`config.mk`:
```
export PLATFORM = sky130hd
export DESIGN_NAME = lks_scan_mux
export DESIGN_NICKNAME = d
export VERILOG_FILES = /design/src/verilog/lks_retrigger_timer.v /design/src/verilog/lks_scan_mux.v
export VERILOG_INCLUDE_DIRS = /design/src /design/src/verilog
export SDC_FILE = /design/constraint.sdc
export NUM_CORES = 1
export LEC_CHECK = 0
export ABC_AREA = 1
export BUFFER_PORTS_ARGS = -buffer_cell sky130_fd_sc_hd__buf_4
export CORE_AREA = 2 2 106 108
export DETAILED_ROUTE_END_ITERATION = 6
export DIE_AREA = 0 0 108 110
export HOLD_SLACK_MARGIN = 0.15
export PLACE_DENSITY_LB_ADDON = 0.05
export SYNTH_ARGS = -nofsm -noshare
export SYNTH_HDL_FRONTEND = slang
export SYNTH_SLANG_ARGS = --single-unit
```
`constraint.sdc`:
```
create_clock -name i_clk -period 3.9 [get_ports i_clk]
set_input_delay 0.39 -clock i_clk [delete_from_list [all_inputs] [get_ports i_clk]]
set_output_delay 0.39 -clock i_clk [all_outputs]
set_load 0.005 [all_outputs]
```
`src/verilog/lks_consts.vh`:
```
// Purpose: constants for the led and key scan multiplexer
// Assumes: 40 MHz clock, 25 ns period
// Notes:   header only, no logic
`ifndef LKS_CONSTS_VH
`define LKS_CONSTS_VH

// ----------------------------------------------------------------
// geometry
// ----------------------------------------------------------------
`define LKS_NUM_COLUMNS       8
`define LKS_SEG_ROWS          8
`define LKS_LAMP_ROWS         30
`define LKS_LAMP_ROWS_0       15
`define LKS_KEY_ROWS          7

// ----------------------------------------------------------------
// reset values
// ----------------------------------------------------------------
`define LKS_COLUMN_RESET      8'hff
`define LKS_ROW_RESET         8'h00
`define LKS_KEY_RESET         7'h00

// ----------------------------------------------------------------
// timing
// ----------------------------------------------------------------
`define LKS_CLK_PERIOD_PS     25000
`define LKS_TIMEOUT_MS        6
// scaled to ns per cycle so the product stays inside 32-bit integer math
`define LKS_TIMEOUT_CYCLES    ((`LKS_TIMEOUT_MS * 1000000) / (`LKS_CLK_PERIOD_PS / 1000))

`endif

```
`src/verilog/lks_retrigger_timer.v`:
```
// Purpose: retriggerable timeout, active while triggers keep coming
// Assumes: one trigger pulse per column strobe write
// Notes:   a trigger reloads the full count
`timescale 1ns/1ps

module lks_retrigger_timer #(
    parameter integer TIMEOUT_CYCLES = 240000,
    parameter integer CW             = 18
) (
    input  wire i_clk,
    input  wire i_reset_n,
    input  wire i_trigger,
    output reg  o_active
);

    reg [CW-1:0] count;
    localparam [CW-1:0] LOAD_VALUE = TIMEOUT_CYCLES[CW-1:0] - {{(CW-1){1'b0}}, 1'b1};

    // ----------------------------------------------------------------
    // counter
    // ----------------------------------------------------------------
    always @(posedge i_clk or negedge i_reset_n) begin
        if (!i_reset_n) begin
            count    <= {CW{1'b0}};
            o_active <= 1'b0;
        end else if (i_trigger) begin
            count    <= LOAD_VALUE; // RQ8
            o_active <= 1'b1;       // RQ14
        end else if (count != {CW{1'b0}}) begin
            count    <= count - {{(CW-1){1'b0}}, 1'b1};
        end else begin
            o_active <= 1'b0;       // RQ8
        end
    end

endmodule

```
`src/verilog/lks_scan_mux.v`:
```
// Purpose: led matrix drive and key matrix sense for a multiplexed front panel
// Assumes: host writes column word and row words each strobe, inputs synchronous
// Notes:   drivers blank when strobes stop for the timeout period
//
// How it works
// RQ1: the host cycles eight columns one after another in a rotation.
// RQ2: an indicator lights only when its row and column are both driven.
// RQ3: each column strobe lasts about 2 ms before the host advances.
// RQ4: the host writes all row words at the start of each strobe.
// RQ5: two segment bank clocks and two lamp clocks load the row words.
// RQ6: the column word holds one low bit enabling one column source.
// RQ7: latched high row bits turn on their row current sinks.
// RQ8: a retriggerable timeout disables the registers after 6 ms without strobe.
// RQ9: while disabled, all row sinks and column sources are forced off.
// RQ10: closed keys drive their sense row high during their column strobe.
// RQ11: the host reads the key latch once during each column strobe.
// RQ12: sense rows of unpressed keys read back as zero.
// RQ13: after reset columns are inactive and rows are off.
// RQ14: each strobe write retriggers the timeout and re-enables the registers.
`timescale 1ns/1ps
`include "lks_consts.vh"

module lks_scan_mux #(
    parameter integer NUM_COLUMNS    = `LKS_NUM_COLUMNS,
    parameter integer SEG_ROWS       = `LKS_SEG_ROWS,
    parameter integer LAMP_ROWS      = `LKS_LAMP_ROWS,
    parameter integer LAMP_ROWS_0    = `LKS_LAMP_ROWS_0,
    parameter integer KEY_ROWS       = `LKS_KEY_ROWS,
    parameter integer TIMEOUT_CYCLES = `LKS_TIMEOUT_CYCLES
) (
    input  wire                       i_clk,
    input  wire                       i_reset_n,
    input  wire                       i_column_strobe_write,
    input  wire [NUM_COLUMNS-1:0]     i_column_word_n,
    input  wire                       i_segment_bank_a_clock,
    input  wire                       i_segment_bank_b_clock,
    input  wire [SEG_ROWS-1:0]        i_segment_row_data,
    input  wire                       i_lamp_row_clock_0,
    input  wire                       i_lamp_row_clock_1,
    input  wire [LAMP_ROWS_0-1:0]     i_lamp_row_data,
    input  wire                       i_key_latch_read,
    input  wire [KEY_ROWS-1:0]        i_switch_sense_rows,
    output reg  [NUM_COLUMNS-1:0]     o_column_strobes_n,
    output reg  [SEG_ROWS-1:0]        o_segment_bank_a_rows,
    output reg  [SEG_ROWS-1:0]        o_segment_bank_b_rows,
    output reg  [LAMP_ROWS-1:0]       o_lamp_rows,
    output reg  [KEY_ROWS-1:0]        o_key_latch,
    output reg                        o_drivers_enabled
);

    localparam integer LAMP_ROWS_1 = LAMP_ROWS - LAMP_ROWS_0;

    // ----------------------------------------------------------------
    // holding registers
    // ----------------------------------------------------------------
    reg  [NUM_COLUMNS-1:0] column_word_n;
    reg  [SEG_ROWS-1:0]    bank_a_word;
    reg  [SEG_ROWS-1:0]    bank_b_word;
    reg  [LAMP_ROWS-1:0]   lamp_word;
    wire                   timer_active;
    wire                   enable_now;
    wire [NUM_COLUMNS-1:0] next_column_strobes_n;
    reg  [NUM_COLUMNS-1:0] onehot_n;
    wire [NUM_COLUMNS:0]   low_seen;
    wire [NUM_COLUMNS:0]   low_twice;
    reg  [SEG_ROWS-1:0]    next_bank_a_rows;
    reg  [SEG_ROWS-1:0]    next_bank_b_rows;
    reg  [LAMP_ROWS-1:0]   next_lamp_rows;
    genvar                 g;

    // ----------------------------------------------------------------
    // timeout
    // ----------------------------------------------------------------
    lks_retrigger_timer #(
        .TIMEOUT_CYCLES (TIMEOUT_CYCLES),
        .CW             (32)
    ) u_timer (
        .i_clk     (i_clk),
        .i_reset_n (i_reset_n),
        .i_trigger (i_column_strobe_write),
        .o_active  (timer_active)
    );

    // a strobe write enables key capture in its own cycle, before timer_active rises
    assign enable_now = timer_active | i_column_strobe_write; // RQ14

    // ----------------------------------------------------------------
    // column word: accept only one low bit, else all columns off
    // ----------------------------------------------------------------
    // guards against two columns sharing a row sink and doubling current;
    // a ripple chain per column marks the first and any second low bit
    assign low_seen[0]  = 1'b0;
    assign low_twice[0] = 1'b0;

    generate
        for (g = 0; g < NUM_COLUMNS; g = g + 1) begin : g_low_count
            assign low_seen[g+1]  = low_seen[g] | ~column_word_n[g];
            assign low_twice[g+1] = low_twice[g] | (low_seen[g] & ~column_word_n[g]);
        end
    endgenerate

    always @* begin
        if (low_seen[NUM_COLUMNS] && !low_twice[NUM_COLUMNS]) begin
            onehot_n = column_word_n; // RQ6
        end else begin
            onehot_n = {NUM_COLUMNS{1'b1}};
        end
    end

    assign next_column_strobes_n = timer_active ? onehot_n : {NUM_COLUMNS{1'b1}}; // RQ9

    // ----------------------------------------------------------------
    // row gating
    // ----------------------------------------------------------------
    // holding registers keep loading while blanked, so the first strobe
    // after a timeout shows the newest rows at once
    always @* begin
        if (timer_active) begin
            next_bank_a_rows = bank_a_word;       // RQ7
            next_bank_b_rows = bank_b_word;       // RQ7
            next_lamp_rows   = lamp_word;         // RQ7
        end else begin
            next_bank_a_rows = {SEG_ROWS{1'b0}};  // RQ9
            next_bank_b_rows = {SEG_ROWS{1'b0}};  // RQ9
            next_lamp_rows   = {LAMP_ROWS{1'b0}}; // RQ9
        end
    end

    // ----------------------------------------------------------------
    // row and column latches
    // ----------------------------------------------------------------
    always @(posedge i_clk or negedge i_reset_n) begin
        if (!i_reset_n) begin
            column_word_n <= `LKS_COLUMN_RESET; // RQ13
            bank_a_word   <= {SEG_ROWS{1'b0}};  // RQ13
            bank_b_word   <= {SEG_ROWS{1'b0}};
            lamp_word     <= {LAMP_ROWS{1'b0}};
        end else begin
            if (i_column_strobe_write) begin
                column_word_n <= i_column_word_n; // RQ6
            end
            if (i_segment_bank_a_clock) begin
                bank_a_word <= i_segment_row_data; // RQ5
            end
            if (i_segment_bank_b_clock) begin
                bank_b_word <= i_segment_row_data; // RQ5
            end
            if (i_lamp_row_clock_0) begin
                lamp_word[LAMP_ROWS_0-1:0] <= i_lamp_row_data; // RQ5
            end
            if (i_lamp_row_clock_1) begin
                lamp_word[LAMP_ROWS-1:LAMP_ROWS_0] <= i_lamp_row_data[LAMP_ROWS_1-1:0]; // RQ5
            end
        end
    end

    // ----------------------------------------------------------------
    // output drivers, forced off while the timeout has expired
    // ----------------------------------------------------------------
    // row sinks and column sources both gate on the same enable, so a lit
    // indicator needs an active column and a set row together
    always @(posedge i_clk or negedge i_reset_n) begin
        if (!i_reset_n) begin
            o_column_strobes_n    <= `LKS_COLUMN_RESET; // RQ13
            o_segment_bank_a_rows <= {SEG_ROWS{1'b0}};
            o_segment_bank_b_rows <= {SEG_ROWS{1'b0}};
            o_lamp_rows           <= {LAMP_ROWS{1'b0}};
            o_drivers_enabled     <= 1'b0;
        end else begin
            o_drivers_enabled     <= timer_active;          // RQ8
            o_column_strobes_n    <= next_column_strobes_n; // RQ2
            o_segment_bank_a_rows <= next_bank_a_rows;      // RQ2
            o_segment_bank_b_rows <= next_bank_b_rows;      // RQ2
            o_lamp_rows           <= next_lamp_rows;        // RQ2
        end
    end

    // ----------------------------------------------------------------
    // key latch
    // ----------------------------------------------------------------
    // captured on the host read; undriven sense rows are assumed pulled low
    // outside, and keys are only trusted while the timeout runs or a strobe write is present
    always @(posedge i_clk or negedge i_reset_n) begin
        if (!i_reset_n) begin
            o_key_latch <= `LKS_KEY_RESET;
        end else if (i_key_latch_read) begin
            if (enable_now) begin
                o_key_latch <= i_switch_sense_rows; // RQ10
            end else begin
                o_key_latch <= {KEY_ROWS{1'b0}};    // RQ12
            end
        end
    end

endmodule

```
== Word level (Yosys, flattened, before mapping) ==
Index checks and enable logic that the tools add are counted.
Storage, ports and cells
  register bits: 149
  output and inout port bits: 62
  memory bits (writable): 0
  memories kept: 0
  bits of input ports: 46
  bits in read-only memories: 0
  bits in latches: 0
Cells by class
  shift-type cells: 0
  multipliers: 0
  divide/modulo/power cells: 0
  mux-type cells: 10
  reductions and logical operators: 4
  add/sub/neg operators: 1
  equal/unequal tests: 1
  bitwise logic cells: 29
  magnitude comparators: 0
Operator list (number)
  $mux W32: 2
  $mux W8: 4
  $reduce_bool A32 Y1: 1
  $sub A32 B1 Y32 const B: 1
  $mux W30: 1
  $or A1 B1 Y1: 14
  $not A1 Y1: 8
  $and A1 B1 Y1: 7
  $mux W7: 1
  $mux W1: 2
  $ne A2 B2 Y1 const B: 1
  $reduce_bool A2 Y1: 1
  $logic_and A1 B1 Y1: 1
  $logic_not A1 Y1: 1

== Logic depth before layout (Yosys ltp) ==
Gate-level depths: netlist (run 1).
  word-level depth: 13
  depth in mapped cells: 10
  depth with buffers taken out: 10

== By module ==
A second synthesis (run 1) with hierarchy kept.
Second synthesis, totals
  cells, all modules: 664
  area, all modules: 6321.1 um2
By module, submodules not included
  lks_scan_mux: times used 1, cells each 340, area each 4212.8 um2, sequential area each 2922.8 um2
  lks_retrigger_timer: times used 1, cells each 324, area each 2108.3 um2, sequential area each 825.8 um2

== Worst setup path after synthesis (run 1) ==
OpenSTA, ideal clock, no wires.
  path kind: register -> register
  from: reg u_timer.count[0]
  to: reg u_timer.count[10]
  data arrival time: 1.540 ns
  period minus slack after synthesis: 1.655 ns
  setup slack: 2.245 ns
  stages on the path, launching flop included: 11
  required time: 3.785 ns
  path through: dfrtp_1 -> inv_1 -> ha_1 -> nand2_4 -> nor2_8 -> nand2_2 -> nor2_4 -> nand2_4 -> clkinv_2 -> buf_12 -> nor2_2
Between the ends
  word-level cells in the longest chain between the ends: 3
RTL lines
  start: declaration: line lks_retrigger_timer.v:16  | reg [CW-1:0] count;
  start signal: assignment: line lks_retrigger_timer.v:24  | count <= {CW{1'b0}};
  start signal: assignment: line lks_retrigger_timer.v:30  | count <= count - {{(CW-1){1'b0}}, 1'b1};
  $sub A32 B1 Y32: line lks_retrigger_timer.v:30
  $mux W32: line lks_retrigger_timer.v:29  | end else if (count != {CW{1'b0}}) begin
  $mux W32: line lks_retrigger_timer.v:26  | end else if (i_trigger) begin
Parallel ways exist; a longest one is shown, timed or not. The select of a mux whose other input is x is not followed.
A chain may end at the register's enable or synchronous reset.

== Worst setup path in the final report (run 1) ==
  from: reg u_timer.count[0]
  to: reg u_timer.count[0]
The elaborated chain is that of the path after synthesis.

==> results of run 1 <==
## cells in the mapped netlist, drive strengths merged (2+ instances only)
cell    instances  area, um2
inv            95        357
o21bai          4       30.0
dfstp          16        420
o21ai          24        120
buf             4       41.3
or2             2       12.5
xor2            2       17.5
clkbuf         15       56.3
nand4          10       62.6
nand3b          4       30.0
mux2           46        518
a21oi           4       20.0
nor2           95        428
nand3          41        205
nand2         154        598
dfrtp         133       3330
## layout by cell type (no fill, tap or decap), types with 4 or more instances in the layout
cell type      synthesis  final
nor2_2                16     16
dfrtp_1              133    133
clkbuf_8               0      5
inv_1                 94     94
nor2_1                76     76
buf_4                  0    109
a21oi_1                4      4
nand2_1              150    150
nand3_1               41     41
clkbuf_16              0     16
dfstp_2               16     16
nand3b_1               4      4
mux2_2                46     46
o21ai_0               21     21
nand4_1               10     10
o21bai_1               4      4
dlygate4sd3_1          0     46
## cells by family after synthesis
kind of cell	count (synthesis)
buffers and inverters	115
flip-flops	149
AO/OA/AOI/OAI	33
adder cells (fa/ha/maj)	1
AND/OR/NAND/NOR	309
multiplexers	46
XOR/XNOR	3
## power by group
| part | leakage (nW) | switching (mW) | internal [mW] | total, mW |
|---|---|---|---|---|
| Clock | 0.265 | 0.637 | 0.855 | 1.49 |
| Sequential | 1.73 | 0.0518 | 1.67 | 1.72 |
| Combinational | 2.14 | 0.159 | 0.199 | 0.359 |
## sequential cells by signal (all words and copies together) (netlist names)
signal                 cells
o_lamp_rows               30
u_timer.o_active           1
o_segment_bank_b_rows      8
bank_b_word                8
o_key_latch                7
o_column_strobes_n         8
o_segment_bank_a_rows      8
bank_a_word                8
o_drivers_enabled          1
lamp_word                 30
column_word_n              8
u_timer.count             32
## critical path, stage by stage (launching register included)
cell,delay (ns)
dfrtp_1,0.40
inv_1,0.11
ha_1,0.34
nand2_4,0.13
nor2_8,0.15
nand2_2,0.08
nor2_4,0.17
nand2_4,0.10
clkinv_2,0.32
nand2_1,0.11
nand2_1,0.08
## layout make-up
cell class | count | area, um2 | area share
Clock buffer | 23 | 477 | 0.0581
Timing Repair Buffer | 156 | 1290 | 0.157
Sequential cell | 149 | 3750 | 0.457
Multi-Input combinational cell | 392 | 2090 | 0.254
Tap cell | 140 | 175 | 0.0213
Clock inverter | 9 | 68.8 | 0.00838
Inverter | 96 | 362 | 0.0440
## through the flow
step / instances / area, um2 / hold WS (ns)
final: 965 / 8210 / 0.204
after global routing: 965 / 8210 / 0.194
after CTS: 965 / 8210 / 0.178
after detailed placement: 887 / 7200 / 0.449
after global placement: 887 / 7200 / 0.440
after floorplan: 656 / 6300 / 0.0944
## timing repair
action,in CTS,in global routing
hold buffers,46,0
endpoints found under the setup margin,0,0
endpoints found under the hold margin,151,0
setup buffers,0,0
## per-layer routing
| layer | GRT usage | part of all wire |
|---|---|---|
| met1 | 0.311 | 0.41 |
| met2 | 0.454 | 0.52 |
| met3 | 0.0735 | 0.054 |
| met4 | 0.103 | 0.022 |
| met5 | 0 | 0 |
## path summary, 6_finish.rpt
check / startpoint / end / slack, ns
setup / recovery: u_timer.count[0] / u_timer.count[0] / 1.84
hold / removal: i_column_strobe_write / column_word_n[6] / 0.20
max in group asynchronous: i_reset_n / o_segment_bank_a_rows[7] / 2.45
hold reg to reg: bank_a_word[7] / o_segment_bank_a_rows[7] / 0.46
setup reg to reg: u_timer.count[0] / u_timer.count[0] / 1.84
min in group asynchronous: i_reset_n / u_timer.count[18] / 0.53
==> results.yml, run 1 <==
clock_network:
  cts_max_path_buffers: 2
  cts_root_buffer: "clkbuf_8"
  cts_resized: 0
  clk_pin_slew_worst_paths_ns: 0.06
  cts_inserted_buffers: 17
  htree_levels: 4
  clock-sinks: 149
  cts_tree: "done"
  clock_latency_ns: 0.54
final_layout:
  num-fill-cells: 705
  layout-drive-gt1-share: 0.278
  post-route-util: 0.767
  fin_nets: 859
  syn2layout_area_growth_pct: 30.4
  diodes: 0
logic_synthesis:
  synthCells: 656
  synth_area_um2: 6300
  synth_mux_area_frac: 0.0823
  synth_top_family_by_area: "simple AND/OR/NAND/NOR gates"
  syn_nets: 703
  yosysSeqAreaShare: 0.595
  synth_area_per_cell_um2: 9.60
  synth_fa_ha_area_frac: 0.00199
  synth_edf_count: 0
  yosysWarnings: 0
  synthFlopType: "dfrtp_1"
  synth_compound_area_frac: 0.0282
  synth_xor_area_frac: 0.00417
  async_flop_share: 1.00
  yosys.area_share.simple: 0.215
  synth.distinct_cells: 32
  synth_seq_cells: 149
setup_path:
  cp-start-kind: "flip-flop"
  end_kind: "flip-flop"
  cp_max_fo: 21
  ff2ff_path_depth: 10
  crit_arrival_ns: 2.53
  crit_required_ns: 4.37
  crit_type: "reg2reg"
drt:
  drc: 0
  vias: 4828
  drt_pass1_iterations: 5
  ant_nets: 0
  drt_iter0_markers: 238
  detail_route.wl_per_cell_um: 14.7
  vias_per_cell: 5.00
  routed_wl_mm: 14.2
timing:
  fmax_ghz: 0.485
  period_needed_ns: 2.06
  fin_setup_tns_ns: 0
  fin_crit_sh: 0.529
  rsz0062_at_grt: "no"
  hold_viol_final: 0
  slew_headroom: 0.336
  fin_ws_ns: 1.84
  finalMaxSlewViolations: 0
  skew_ns: 0.00868
  setup_viol: 0
  worst_pin_slew_ns: 0.996
place:
  dp_slack_ns: 1.87
  gp_congestion: 0.864
  dp.final_hpwl_mm: 8.97
  port_buffers: 107
power_and_ir_drop:
  irDropWorstVdd_v: 0.000417
  p_leak_nw: 4.14
  power_density_nw_per_um2: 434
  power_mw: 3.57
floorplanning:
  num_rows: 38
  boundaryPins: 108
  dieWidth_um: 108
  die_area_um2: 11900
  core-area_um2: 10700
  die_y_um: 110
  start_util: 0.589
global_route:
  antenna_found_initial: 0
  grt_pass1_vias: 4909
  grt-ovfl-total: 0
  grt_pass1_wl_mm: 23.4
  grt_max_degree: 109
  grt_usage: 0.262
min_path:
  hold_class: "in2reg"
  hold_depth: 3
flow_run:
  drv_cap: 0
run_status:
  status: "completed"
No activity file was read; power rests on OpenSTA's default activity.
==> run 2: changes to the inputs <==
--- a/config.mk
+++ b/config.mk
@@ -8,9 +8,9 @@
 export LEC_CHECK = 0
 export ABC_AREA = 1
 export BUFFER_PORTS_ARGS = -buffer_cell sky130_fd_sc_hd__buf_4
-export CORE_AREA = 2 2 106 108
+export CORE_AREA = 2 2 110 112
 export DETAILED_ROUTE_END_ITERATION = 6
-export DIE_AREA = 0 0 108 110
+export DIE_AREA = 0 0 112 114
 export HOLD_SLACK_MARGIN = 0.15
 export PLACE_DENSITY_LB_ADDON = 0.05
 export SYNTH_ARGS = -nofsm -noshare
==> constraint.sdc (replaced) <==
create_clock -name i_clk -period 2 [get_ports i_clk]
set_input_delay 0.2 -clock i_clk [delete_from_list [all_inputs] [get_ports i_clk]]
set_output_delay 0.2 -clock i_clk [all_outputs]
set_load 0.005 [all_outputs]
==> results.yml, run 2 (synthesis gave the netlist of run 1 again) <==
run_status:
  status: "completed"
global_route:
  grt_pass1_vias: 4981
  grt_pass1_wl_mm: 23.9
  grt_usage: 0.239
  grt_max_degree: 49
  grt-ovfl-total: 0
  antenna_found_initial: 0
power_and_ir_drop:
  power_density_nw_per_um2: 860
  p_leak_nw: 4.22
  power.switching_mw: 1.63
  intPower_mw: 5.66
  switching_share: 0.224
  seq_power_share: 0.459
  pwr-share-clk: 0.442
  combPwrFrac: 0.100
  irDropWorstVdd_v: 0.000665
setup_path:
  crit_buf_inv: 3
  critPathTopFamily: "buffers and inverters"
  end_kind: "flip-flop"
  crit_arrival_ns: 2.16
  cp_slowest_cell: "dlygate4sd3_1"
  cp_max_fo: 48
  crit_type: "reg2reg"
  cp-start-kind: "flip-flop"
  crit_required_ns: 2.32
  cp_slowest_stage_delay_ns: 0.57
  path_cells: "buf_6 -> nor2_1 -> inv_1 -> nand3_1 -> dlygate4sd3_1 -> o21ai_0"
timing:
  period_needed_ns: 1.83
  setup_viol: 0
  finalMaxSlewViolations: 0
  hold_viol_final: 0
  fin_crit_sh: 0.916
  skew_ns: 0.00449
  rsz0062_at_grt: "no"
  fmax_ghz: 0.546
  fin_setup_tns_ns: 0
  worst_pin_slew_ns: 0.451
  slew_headroom: 0.698
final_layout:
  final_cell_mix: "150 x nand2_1, 133 x dfrtp_1, 110 x buf_4, 94 x inv_1, 76 x nor2_1"
  largest_reg_flops: 32
  top_register: "u_timer.count"
  diodes: 0
  fin_nets: 877
  syn2layout_area_growth_pct: 34.7
  layout_commonest_cell: "nand2_1"
  final_cell_count_no_fill: 990
  top_regs: "u_timer.count x32, lamp_word x30, o_lamp_rows x30"
  layout-drive-gt1-share: 0.275
place:
  dp.final_hpwl_mm: 9.44
  gp_congestion: 0.867
  dp.cells: 899
  port_buffers: 107
clock_network:
  cts_root_buffer: "clkbuf_16"
  cts_setup_buffers: 0
  clock-sinks: 149
  htree_levels: 4
  clock_latency_ns: 0.42
  cts_inserted_buffers: 17
  cts_tree: "done"
  cts_max_path_buffers: 2
  clk_pin_slew_worst_paths_ns: 0.06
floorplanning:
  core-area_um2: 11700
  num_rows: 40
  die_y_um: 114
  die_area_um2: 12800
  start_util: 0.538
  boundaryPins: 108
  dieWidth_um: 112
min_path:
  hold_class: "in2reg"
drt:
  vias: 4869
  ant_nets: 0
  drc: 0
  routed_wl_mm: 14.3
  detail_route.wl_per_cell_um: 14.4
  drt_iter0_markers: 316
  vias_per_cell: 4.92
  drt_pass1_iterations: 4
flow_run:
  drv_cap: 0
-- run 2: cell types whose count changed in the layout (fill, tap and decap cells not counted) --
cell           before  now
buf_6               1    2
bufinv_16           0    3
clkbuf_1            2    3
clkinv_1            0    1
buf_12              0    3
clkinv_2            3    1
buf_4             109  110
clkbuf_8            5    1
clkinv_4            3    1
clkinvlp_4          2    4
dlygate4sd3_1      46   59
clkbuf_16          16   17
-- run 2: area by class of cell --
type                            count  area [um2]
Timing Repair Buffer              174        1500
Clock buffer                       21         450
Fill cell                         852        3230
Clock inverter                     11         150
Multi-Input combinational cell    392        2090
Sequential cell                   149        3750
Tap cell                          147         184
Inverter                           96         362
-- run 2: worst paths after layout --
kind / slack [ns] / depth (start not counted) / end / from
max: 0.17 / 6 / o_key_latch[4] / u_timer.o_active
min: 0.16 / 3 / column_word_n[6] / i_column_strobe_write
max reg2reg: 0.17 / 6 / o_key_latch[4] / u_timer.o_active
min reg2reg: 0.46 / 2 / o_segment_bank_a_rows[7] / bank_a_word[7]
max in group asynchronous: 1.01 / 3 / column_word_n[2] / i_reset_n
min in group asynchronous: 0.29 / 2 / o_key_latch[4] / i_reset_n
-- run 2: per-stage QoR --
stage / hold WS [ns] / area [um2] / setup WS, ns / power [mW] / utilization
2_1_floorplan: -0.0956 / 6300 / 0.345 / 3.63 / -
3_3_place_gp: 0.158 / 7290 / 0.276 / 3.99 / 0.622
3_5_place_dp: 0.163 / 7290 / 0.229 / 4.02 / 0.622
4_1_cts: 0.150 / 8480 / 0.137 / 7.35 / 0.724
5_1_grt: 0.179 / 8480 / 0.0724 / 7.59 / 0.724
6_report: 0.156 / 8480 / 0.169 / 7.29 / 0.724
-- run 2: routing by layer --
layer  track usage  up-vias  share of wire
li1              -     2382              -
met2         0.418       95           0.51
met5             0        -              0
met3        0.0755       19          0.054
met4        0.0846        0          0.018
met1         0.280     2373           0.42
-- run 2: power groups by stage --
stage               clock [mW]  sequential (mW)  combinational [mW]
global placement             0             3.38               0.610
global route              3.41             3.37               0.814
detailed placement           0             3.39               0.630
finish                    3.22             3.34               0.728
floorplan                    0             3.39               0.246
CTS                       3.27             3.35               0.733
-- run 2: what timing repair did --
item,4_1_cts,5_1_grt
setup endpoints to repair,0,5
hold buffers,59,0
hold endpoints to repair,190,0
resized for setup,0,1
-- run 2: worst min-delay path, cell delays in order --
cell and delay [ns]:
buf_4 0.20, nand2_1 0.08, o21ai_0 0.08
